<file path="src/include/tdcu_pkg.sv">
// Package with opcodes, codes, layouts and types of the tape diagnostic command unit.
package tdcu_pkg;
  localparam logic [7:0] OPC_DIAG_REQ     = 8'h1d;
  localparam logic [7:0] OPC_BUF_WRITE    = 8'h3b;
  localparam logic [7:0] ERR_NONE         = 8'h00;
  localparam logic [7:0] ERR_RAM_DATA     = 8'h80;
  localparam logic [7:0] ERR_FILE_MARK    = 8'h81;
  localparam logic [7:0] ERR_ERASE        = 8'h82;
  localparam logic [7:0] ERR_REWIND       = 8'h83;
  localparam logic [7:0] ERR_BLANK        = 8'h84;
  localparam logic [7:0] ERR_BLOCK_LEN    = 8'h85;
  localparam logic [7:0] ERR_DATA         = 8'h86;
  localparam logic [7:0] ERR_PARITY       = 8'h87;
  localparam logic [7:0] ERR_REV_READ     = 8'h88;
  localparam logic [7:0] ERR_ABNORMAL     = 8'h89;
  localparam int         SELF_TEST_BIT    = 2;
  localparam int         UNIT_TEST_BIT    = 0;
  localparam int         CDB_BYTES        = 10;
  localparam int         PARAM_BYTES      = 9;
  localparam int         RESULT_BYTES     = 9;
  localparam int         NUM_TESTS        = 5;
  localparam logic [2:0] RAM_TEST_NUM     = 3'h0;
  localparam logic [1:0] MODE_MASK_BITS   = 2'h3;
  localparam logic [3:0] RESULT_BYTES_4   = 4'h9;
  localparam logic [7:0] PASS_NONE        = 8'h00;

  typedef enum logic [1:0] {
    TDCU_ST_GOOD,
    TDCU_ST_CHECK
  } tdcu_status_t;

  typedef enum logic [1:0] {
    TDCU_SK_NONE,
    TDCU_SK_HARDWARE
  } tdcu_sense_t;

  // Drive state as it stands in the two status bytes, bit 7 first.
  typedef struct packed {
    logic formatter_busy;
    logic data_busy;
    logic check_char_gate;
    logic end_of_tape_marker;
    logic ready;
    logic rewinding;
    logic file_protect;
    logic online;
    logic parity_error;
    logic file_mark;
    logic buffer_overflow;
    logic high_speed;
    logic nrzi_density;
    logic beginning_of_tape_marker;
    logic formatter_busy_interrupt;
    logic data_busy_interrupt;
  } tdcu_drive_status_t;

  typedef struct packed {
    logic [7:0]  error_code;
    logic [7:0]  test_number;
    logic [23:0] info;
    logic [7:0]  expected;
    logic [7:0]  actual;
    logic [15:0] drive_status;
  } tdcu_result_t;

  // Outcome reported by an exerciser step or the RAM test.
  typedef struct packed {
    logic        fail;
    logic [7:0]  error_code;
    logic [23:0] info;
    logic [7:0]  expected;
    logic [7:0]  actual;
  } tdcu_outcome_t;

  typedef struct packed {
    logic [7:0]  t5_start;
    logic [7:0]  t5_incr;
    logic [15:0] t5_block_len;
  } tdcu_t5_cfg_t;

  typedef struct packed {
    logic [1:0]  mode;
    logic [7:0]  buffer_id;
    logic [23:0] offset;
    logic [23:0] length;
    logic        flag;
    logic        link;
  } tdcu_buf_write_t;
endpackage : tdcu_pkg

</file>
<file path="src/rtl/tdcu_cdb_decode.sv">
// Combinational decoder for the diagnostic request and buffer-write command blocks.
`timescale 1ns/1ps
module tdcu_cdb_decode
  import tdcu_pkg::*;
(
  input  wire logic [8*tdcu_pkg::CDB_BYTES-1:0] cdb_i,
  output logic                                  is_diag_o,
  output logic                                  is_buf_write_o,
  output logic                                  self_test_select_o,
  output logic                                  unit_test_select_o,
  output logic [15:0]                           param_len_o,
  output tdcu_pkg::tdcu_buf_write_t             buf_write_o
);
  logic [7:0] b [tdcu_pkg::CDB_BYTES];

  for (genvar i = 0; i < CDB_BYTES; i++) begin : g_bytes
    assign b[i] = cdb_i[8*i +: 8];
  end

  always_comb begin
    is_diag_o          = (b[0] == OPC_DIAG_REQ);
    is_buf_write_o     = (b[0] == OPC_BUF_WRITE);
    self_test_select_o = b[1][SELF_TEST_BIT];
    unit_test_select_o = b[1][UNIT_TEST_BIT];
    param_len_o        = {b[3], b[4]};
    buf_write_o.mode      = b[1][1:0] & MODE_MASK_BITS;
    buf_write_o.buffer_id = b[2];
    buf_write_o.offset    = {b[3], b[4], b[5]};
    buf_write_o.length    = {b[6], b[7], b[8]};
    buf_write_o.flag      = b[9][1];
    buf_write_o.link      = b[9][0];
  end
endmodule : tdcu_cdb_decode

</file>
<file path="src/rtl/tdcu_param_capture.sv">
// Collects the parameter list bytes of a unit test request.
`timescale 1ns/1ps
module tdcu_param_capture
  import tdcu_pkg::*;
(
  input  wire logic                   sys_clk_i,
  input  wire logic                   rst_i,
  input  wire logic                   clear_i,
  input  wire logic                   byte_valid_i,
  input  wire logic [7:0]             byte_i,
  output logic [8*tdcu_pkg::NUM_TESTS-1:0] pass_counts_o,
  output tdcu_pkg::tdcu_t5_cfg_t      t5_cfg_o
);
  logic [7:0] list [PARAM_BYTES];
  logic [7:0] next_list [PARAM_BYTES];
  logic [3:0] idx;
  logic [3:0] next_idx;

  always_comb begin
    next_list = list;
    next_idx  = idx;
    if (clear_i) begin
      next_idx = 4'h0;
    end else if (byte_valid_i && (idx < RESULT_BYTES_4)) begin
      next_list[idx] = byte_i;
      next_idx       = idx + 4'h1;
    end
  end

  always_ff @(posedge sys_clk_i) begin
    if (rst_i) begin
      idx <= 4'h0;
      for (int i = 0; i < PARAM_BYTES; i++) list[i] <= 8'h00;
    end else begin
      idx  <= next_idx;
      list <= next_list;
    end
  end

  for (genvar t = 0; t < NUM_TESTS; t++) begin : g_pass
    assign pass_counts_o[8*t +: 8] = list[t];
  end
  assign t5_cfg_o.t5_block_len = {list[5], list[6]};
  assign t5_cfg_o.t5_start     = list[7];
  assign t5_cfg_o.t5_incr      = list[8];
endmodule : tdcu_param_capture

</file>
<file path="src/rtl/tdcu_diag_unit.sv">
// Diagnostic command sequencer with result record for the tape controller target.
`timescale 1ns/1ps
module tdcu_diag_unit
  import tdcu_pkg::*;
(
  input  wire logic                             sys_clk_i,
  input  wire logic                             rst_i,
  input  wire logic                             cdb_valid_i,
  input  wire logic [8*tdcu_pkg::CDB_BYTES-1:0] cdb_i,
  output logic                                  param_req_o,
  output logic [15:0]                           param_len_o,
  input  wire logic                             param_valid_i,
  input  wire logic [7:0]                       param_byte_i,
  input  wire logic                             param_done_i,
  output logic                                  ram_test_start_o,
  input  wire logic                             ram_test_done_i,
  input  wire tdcu_pkg::tdcu_outcome_t          ram_test_outcome_i,
  output logic                                  tape_test_start_o,
  output logic [2:0]                            tape_test_num_o,
  output tdcu_pkg::tdcu_t5_cfg_t                t5_cfg_o,
  input  wire logic                             tape_test_done_i,
  input  wire tdcu_pkg::tdcu_outcome_t          tape_test_outcome_i,
  input  wire tdcu_pkg::tdcu_drive_status_t     drive_status_i,
  output logic                                  cmd_done_o,
  output tdcu_pkg::tdcu_status_t                cmd_status_o,
  output tdcu_pkg::tdcu_sense_t                 sense_key_o,
  output logic                                  buf_write_valid_o,
  output tdcu_pkg::tdcu_buf_write_t             buf_write_o,
  input  wire logic                             result_rd_i,
  input  wire logic [15:0]                      result_alloc_i,
  output logic                                  result_valid_o,
  output logic [7:0]                            result_byte_o,
  output logic                                  result_last_o
);
  import tdcu_pkg::*;

  typedef enum logic [2:0] {
    S_IDLE,
    S_FETCH,
    S_RAM,
    S_NEXT,
    S_TAPE,
    S_PASS,
    S_DONE
  } tdcu_state_t;

  tdcu_state_t          state;
  tdcu_state_t          next_state;
  logic                 is_diag;
  logic                 is_bw;
  logic                 st_sel;
  logic                 ut_sel;
  logic [15:0]          plen;
  tdcu_buf_write_t      bw_dec;
  logic [8*NUM_TESTS-1:0] pass_counts;
  tdcu_t5_cfg_t         t5_cfg;
  logic [2:0]           test_num;
  logic [2:0]           next_test_num;
  logic [7:0]           passes_left;
  logic [7:0]           next_passes_left;
  tdcu_result_t         result;
  tdcu_result_t         next_result;
  tdcu_status_t         status;
  tdcu_status_t         next_status;
  tdcu_sense_t          sense;
  tdcu_sense_t          next_sense;
  logic                 done;
  logic                 next_done;
  logic                 bw_valid;
  logic                 next_bw_valid;
  tdcu_buf_write_t      bw_reg;
  tdcu_buf_write_t      next_bw_reg;
  logic [3:0]           rd_idx;
  logic [3:0]           next_rd_idx;
  logic [3:0]           rd_limit;
  logic [3:0]           next_rd_limit;
  logic                 rd_active;
  logic                 next_rd_active;
  logic [7:0]           rd_byte;
  logic [7:0]           next_rd_byte;
  logic                 rd_last;
  logic                 next_rd_last;
  logic                 rd_valid;
  logic                 next_rd_valid;
  logic [7:0]           rec [RESULT_BYTES];
  logic                 accept;

  tdcu_cdb_decode u_decode (
    .cdb_i              (cdb_i),
    .is_diag_o          (is_diag),
    .is_buf_write_o     (is_bw),
    .self_test_select_o (st_sel),
    .unit_test_select_o (ut_sel),
    .param_len_o        (plen),
    .buf_write_o        (bw_dec)
  );

  // Only a fresh request in idle starts a fetch, so stray bytes never land in the list.
  tdcu_param_capture u_params (
    .sys_clk_i     (sys_clk_i),
    .rst_i         (rst_i),
    .clear_i       (accept),
    .byte_valid_i  (param_valid_i && (state == S_FETCH)),
    .byte_i        (param_byte_i),
    .pass_counts_o (pass_counts),
    .t5_cfg_o      (t5_cfg)
  );

  assign accept = cdb_valid_i && is_diag && (state == S_IDLE);

  // Tape tests 1 to 5 cover motion, 8K blocks, growing blocks, buffer and patterns.
  function automatic logic [7:0] pass_of(input logic [2:0] n);
    pass_of = pass_counts[8*(n - 3'h1) +: 8];
  endfunction : pass_of

  always_comb begin
    next_state       = state;
    next_test_num    = test_num;
    next_passes_left = passes_left;
    next_result      = result;
    next_status      = status;
    next_sense       = sense;
    next_done        = 1'b0;
    next_bw_valid    = 1'b0;
    next_bw_reg      = bw_reg;
    if (cdb_valid_i && is_bw) begin
      next_bw_valid = 1'b1;
      next_bw_reg   = bw_dec;
    end
    unique case (state)
      S_IDLE: begin
        if (accept) begin
          // The old record survives any other command.
          next_result = '0;
          next_status = TDCU_ST_GOOD;
          next_sense  = TDCU_SK_NONE;
          if (st_sel) begin
            next_state = S_RAM;
          end else if (ut_sel) begin
            next_state = S_FETCH;
          end else begin
            next_state = S_DONE;
          end
        end
      end
      S_FETCH: begin
        if (param_done_i) begin
          next_test_num = 3'h1;
          next_state    = S_NEXT;
        end
      end
      S_RAM: begin
        if (ram_test_done_i) begin
          next_state = S_DONE;
          next_result.drive_status = drive_status_i;
          if (ram_test_outcome_i.fail) begin
            next_result.error_code  = ram_test_outcome_i.error_code;
            next_result.test_number = {5'h00, RAM_TEST_NUM};
            next_result.info        = ram_test_outcome_i.info;
            next_result.expected    = ram_test_outcome_i.expected;
            next_result.actual      = ram_test_outcome_i.actual;
            next_status             = TDCU_ST_CHECK;
            next_sense              = TDCU_SK_HARDWARE;
          end
        end
      end
      S_NEXT: begin
        if (test_num > 3'(NUM_TESTS)) begin
          next_state = S_DONE;
        end else if (pass_of(test_num) == PASS_NONE) begin
          next_test_num = test_num + 3'h1;
        end else begin
          next_passes_left = pass_of(test_num);
          next_state       = S_TAPE;
        end
      end
      S_TAPE: begin
        next_state = S_PASS;
      end
      S_PASS: begin
        if (tape_test_done_i) begin
          next_result.drive_status = drive_status_i;
          if (tape_test_outcome_i.fail) begin
            next_result.error_code  = tape_test_outcome_i.error_code;
            next_result.test_number = {5'h00, test_num};
            next_result.info        = tape_test_outcome_i.info;
            next_result.expected    = tape_test_outcome_i.expected;
            next_result.actual      = tape_test_outcome_i.actual;
            next_status             = TDCU_ST_CHECK;
            next_state              = S_DONE;
          end else if (passes_left == 8'h01) begin
            next_test_num = test_num + 3'h1;
            next_state    = S_NEXT;
          end else begin
            next_passes_left = passes_left - 8'h01;
            next_state       = S_TAPE;
          end
        end
      end
      S_DONE: begin
        next_done  = 1'b1;
        next_state = S_IDLE;
      end
    endcase
  end

  always_ff @(posedge sys_clk_i) begin
    if (rst_i) begin
      state       <= S_IDLE;
      test_num    <= 3'h0;
      passes_left <= 8'h00;
      result      <= '0;
      status      <= TDCU_ST_GOOD;
      sense       <= TDCU_SK_NONE;
      done        <= 1'b0;
      bw_valid    <= 1'b0;
      bw_reg      <= '0;
    end else begin
      state       <= next_state;
      test_num    <= next_test_num;
      passes_left <= next_passes_left;
      result      <= next_result;
      status      <= next_status;
      sense       <= next_sense;
      done        <= next_done;
      bw_valid    <= next_bw_valid;
      bw_reg      <= next_bw_reg;
    end
  end

  assign rec[0] = result.error_code;
  assign rec[1] = result.test_number;
  assign rec[2] = result.info[23:16];
  assign rec[3] = result.info[15:8];
  assign rec[4] = result.info[7:0];
  assign rec[5] = result.expected;
  assign rec[6] = result.actual;
  assign rec[7] = result.drive_status[15:8];
  assign rec[8] = result.drive_status[7:0];

  // Result readout: one byte per cycle, clipped to nine bytes.
  always_comb begin
    next_rd_idx    = rd_idx;
    next_rd_limit  = rd_limit;
    next_rd_active = rd_active;
    next_rd_valid  = 1'b0;
    next_rd_byte   = rd_byte;
    next_rd_last   = 1'b0;
    if (!rd_active) begin
      if (result_rd_i && (result_alloc_i != 16'h0000)) begin
        next_rd_active = 1'b1;
        next_rd_idx    = 4'h0;
        next_rd_limit  = (result_alloc_i > 16'(RESULT_BYTES)) ?
                         RESULT_BYTES_4 : result_alloc_i[3:0];
      end
    end else begin
      next_rd_valid = 1'b1;
      next_rd_byte  = rec[rd_idx];
      next_rd_last  = (rd_idx == rd_limit - 4'h1);
      next_rd_idx   = rd_idx + 4'h1;
      if (next_rd_last) begin
        next_rd_active = 1'b0;
      end
    end
  end

  always_ff @(posedge sys_clk_i) begin
    if (rst_i) begin
      rd_idx    <= 4'h0;
      rd_limit  <= 4'h0;
      rd_active <= 1'b0;
      rd_valid  <= 1'b0;
      rd_byte   <= 8'h00;
      rd_last   <= 1'b0;
    end else begin
      rd_idx    <= next_rd_idx;
      rd_limit  <= next_rd_limit;
      rd_active <= next_rd_active;
      rd_valid  <= next_rd_valid;
      rd_byte   <= next_rd_byte;
      rd_last   <= next_rd_last;
    end
  end

  assign param_req_o       = (state == S_FETCH);
  assign param_len_o       = plen;
  assign ram_test_start_o  = (state == S_RAM);
  assign tape_test_start_o = (state == S_TAPE);
  assign tape_test_num_o   = test_num;
  assign t5_cfg_o          = t5_cfg;
  assign cmd_done_o        = done;
  assign cmd_status_o      = status;
  assign sense_key_o       = sense;
  assign buf_write_valid_o = bw_valid;
  assign buf_write_o       = bw_reg;
  assign result_valid_o    = rd_valid;
  assign result_byte_o     = rd_byte;
  assign result_last_o     = rd_last;
endmodule : tdcu_diag_unit

</file>
<file path="config.mk">
export PLATFORM = sky130hd
export DESIGN_NAME = tdcu_diag_unit
export DESIGN_NICKNAME = d
export VERILOG_FILES = /design/src/include/tdcu_pkg.sv /design/src/rtl/tdcu_cdb_decode.sv /design/src/rtl/tdcu_param_capture.sv /design/src/rtl/tdcu_diag_unit.sv
export SDC_FILE = /design/constraint.sdc
export NUM_CORES = 1
export LEC_CHECK = 0
export ABC_AREA = 1
export ABC_CLOCK_PERIOD_IN_PS = 5400
export BUFFER_PORTS_ARGS = -buffer_cell sky130_fd_sc_hd__buf_2
export CAP_MARGIN = 5
export CORE_MARGIN = 2
export CORE_UTILIZATION = 55
export DETAILED_ROUTE_END_ITERATION = 8
export PLACE_DENSITY = 0.84
export SYNTH_ARGS = -nofsm -noshare
export SYNTH_HDL_FRONTEND = slang
export SYNTH_HIERARCHICAL = 1
export SYNTH_SLANG_ARGS = --single-unit
</file>
<file path="constraint.sdc">
create_clock -name sys_clk_i -period 5.4 [get_ports sys_clk_i]
set_input_delay 1.08 -clock sys_clk_i [delete_from_list [all_inputs] [get_ports sys_clk_i]]
set_output_delay 1.08 -clock sys_clk_i [all_outputs]
set_load 0.03 [all_outputs]
</file>
==> PnR_summary.wiki <==
{| class="wikitable"
! Metric !! Value
|-
| Buffer levels on the longest clock path || 3
|-
| Initial antenna violation count || 2
|-
| Average footprint of a synthesized cell || 7.16 um2
|-
| Full die area || 0.0220 mm2
|-
| Number of synthesized register bits || 240
|-
| Highest fanout seen on the critical path || 70
|-
| Period Utilization, post-route || 0.612
|-
| Post-placement setup slack || 1.92 ns
|-
| Share of flip-flops with an asynchronous set or reset after synthesis || 0
|-
| Number of design rule violations left after detail routing || 0
|-
| Post-synthesis sequential area ratio || 0.419
|-
| Via count || 11300
|-
| Unrepaired setup endpoints after global routing || false
|-
| CP top delay family || buffers and inverters
|-
| Data arrival time at the worst-slack endpoint || 3.67 ns
|-
| Post-route design area || 0.0133 mm2
|-
| Initial DRC count || 775
|-
| Clock transition at the register clock pins on the worst setup and hold paths after CTS || 0.06 ns
|-
| Global-route total usage across every layer || 0.273
|-
| Count of flip-flops with a built-in enable after synthesis || 0
|-
| Post-cts hold buffer count || 0
|-
| Clock skew after layout || 0.0145 ns
|-
| Peak supply drop || 0.000236 V
|-
| Cell types with the largest area share after synthesis || dfxtp_1, nor2_1, o21ai_0
|-
| Crit. End Element || flop
|-
| Final core occ || 0.654
|-
| Worst setup margin || 2.10 ns
|-
| Die boundary height || 148 um
|-
| Worst setup path class || reg2reg
|-
| Root Driver || clkbuf_16
|-
| Slowest cell on crit path || inv_2
|-
| Number of max-cap violations || 0
|-
| Critical Path Start Type || flop
|-
| Ports || 356
|-
| Number of nets in the layout || 2046
|-
| Area growth from synthesis to layout || 16.3%
|-
| Number of distinct library cells after synthesis || 46
|-
| Crit path buffers/inverters || 3
|-
| Postcts setup bufs || 0
|-
| Core area || 0.0204 mm2
|-
| Residual antenna-violating net count after detailed routing || 0
|-
| Data required time at the worst endpoint || 5.77 ns
|-
| Number of H-tree levels || 1
|-
| Routed len/inst || 15.2 um
|-
| Horizontal die dimension || 148 um
|-
| Total congestion overflow after global routing || 0
|-
| Placed inst area || 0.0126 mm2
|-
| Outcome || complete, no violations
|-
| Num CTS Buffers || 25
|-
| Crit path cell chain || nand3_2, inv_2, a21oi_1, nand2_2, inv_2, buf_4, o21ai_0, a21oi_1
|-
| DR pass1 iterations || 5
|-
| Worst slew pin tran || 1.09 ns
|-
| Number of sinks driven by the clock tree || 240
|-
| Leakage component of the power || 5.93 nW
|-
| Setup TNS Final || 0 ns
|-
| Post-CTS resize count || 0
|-
| Library cell occupying the most area in the post-synthesis netlist || dfxtp_1
|-
| Final Hold Vio Count || 0
|-
| Path category of the worst min-delay check || reg2reg
|-
| Maximum cell stage delay along the critical path || 0.86 ns
|-
| TritonCTS clock tree || yes
|-
| Num rows || 52
|-
| Achievable clock frequency || 303 MHz
|-
| Initial Utilization || 0.563
|-
| Endpoints failing setup || 0
|-
| Final critical delay including setup and external delays || 3.30 ns
|-
| Half-perimeter wire length of the detailed placement result || 22500 um
|-
| Normalized max-slew margin || 0.273
|-
| Vias in the first global route || 10300
|-
| Synthesized instance count || 1601
|-
| Fin. max-slew vios || 0
|-
| Area share of the largest cell type after synthesis || 0.419
|-
| RD Place Congestion || 0.864
|-
| Routed WL || 31700 um
|-
| Share of post-route cells with drive strength above 1 || 0.231
|-
| Netlist area before placement || 0.0115 mm2
|-
| Number of warnings issued by yosys || 6
|-
| Post-detailed-route via-to-cell ratio || 5.41
|-
| Pwr Density || 413 mW/mm2
|-
| Number of buffer cells added on primary ports || 342
|-
| Pin count of the biggest net entering global routing || 73
|-
| Main flop type after synthesis || dfxtp_1
|-
| Clock latency on the worst-skew pair || 0.51 ns
|-
| Global-route wire length before repair || 49700 um
|-
| Power after layout || 0.00550 W
|}
[cells in the mapped netlist, drive strengths merged, types with 3 or more instances]
| library cell | number |
|---|---|
| nor2 | 347 |
| dfxtp | 240 |
| nand2 | 219 |
| o21ai | 204 |
| buf | 104 |
| a21oi | 97 |
| inv | 91 |
| clkbuf | 68 |
| a22oi | 48 |
| nand3 | 45 |
| nand4 | 37 |
| o211ai | 14 |
| ha | 11 |
| a31oi | 9 |
| a211oi | 8 |
| and2 | 8 |
| o22ai | 7 |
| xor2 | 7 |
| nor3 | 6 |
| xnor2 | 6 |
| nor4 | 5 |
| clkinv | 4 |
| or2 | 4 |
| nand3b | 3 |
| o221ai | 3 |
[layer usage]
metal | GRT usage | share of wire | up-vias
met4 | 0.0952 | 0.031 | 0
li1 | - | - | 5632
met2 | 0.473 | 0.48 | 506
met3 | 0.0488 | 0.085 | 67
met1 | 0.344 | 0.41 | 5120
met5 | 0 | 0 | -
[worst paths after layout]
path,from,to,slack (ns),depth (start not counted)
worst max-delay path,state[2],rec[35],2.10,8
worst min register to register,rec[9],rec[9],0.47,2
worst min-delay path,rec[9],rec[9],0.47,2
worst max register to register,state[2],rec[35],2.10,8
[cell families (layout without fill, tap and decap cells)]
group | count (synthesis) | after routing | share of synthesized area
AOI/OAI and AO/OA | 393 | 393 | 0.191
buffers and inverters | 267 | 488 | 0.118
adders and majority gates | 11 | 11 | 0.0120
other | 1 | 4 | 0.000327
and+or+nand+nor | 676 | 676 | 0.248
DFF | 240 | 240 | 0.419
xor gates and xnor gates | 13 | 13 | 0.0106
[cells in the final DEF (no fill, tap or decap), types with 8 or more instances in the layout]
cell       instances
a211oi_1           8
a21oi_1           96
a22oi_1           48
a31oi_1            9
and2_1             8
buf_2            342
buf_4             10
clkbuf_16         25
dfxtp_1          240
ha_1              11
inv_1             80
inv_2              9
nand2_1          212
nand3_1           43
nand4_1           36
nor2_1           340
o211ai_1          14
o21ai_0          203
[state kept, by name (all words and copies together) (netlist names)]
name / cells
passes_left: 8
result_last_o: 1
rd_active: 1
buf_write_o: 60
rd_idx: 4
rd_limit: 4
u_params/idx: 4
buf_write_valid_o: 1
tape_test_num_o: 3
u_params/pass_counts_o: 40
cmd_done_o: 1
u_params/t5_cfg_o: 32
state: 3
result_byte_o: 8
result_valid_o: 1
sense_key_o: 1
rec: 67
cmd_status_o: 1
[report_power, final]
| part | leakage (nW) | internal (W) | switching, W |
|---|---|---|---|
| registers | 1.95 | 0.00204 | 0.000163 |
| logic | 3.63 | 0.000556 | 0.00119 |
| clock network | 0.354 | 0.000887 | 0.000673 |
[worst min-delay path, cell delays in order (launching register included)]
cell and delay (ns):
dfxtp_1 0.31, inv_1 0.05, a211oi_1 0.06
[area by class of cell]
cell class | count | area (um2)
Inverter | 95 | 362
Sequential cell | 240 | 4800
Clock inverter | 6 | 35.0
Multi-Input combinational cell | 1095 | 5300
Antenna cell | 2 | 5.00
Clock buffer | 35 | 693
Tap cell | 270 | 338
Timing Repair Buffer | 352 | 1790
Fill cell | 1774 | 7040
[through the flow]
step	hold WS, ns	instances
detailed placement	0.448	2052
global placement	0.445	2052
CTS	0.467	2093
global route	0.498	2094
finish	0.467	2095
floorplan	0.431	1602
No activity file was read; power rests on OpenSTA's default activity.
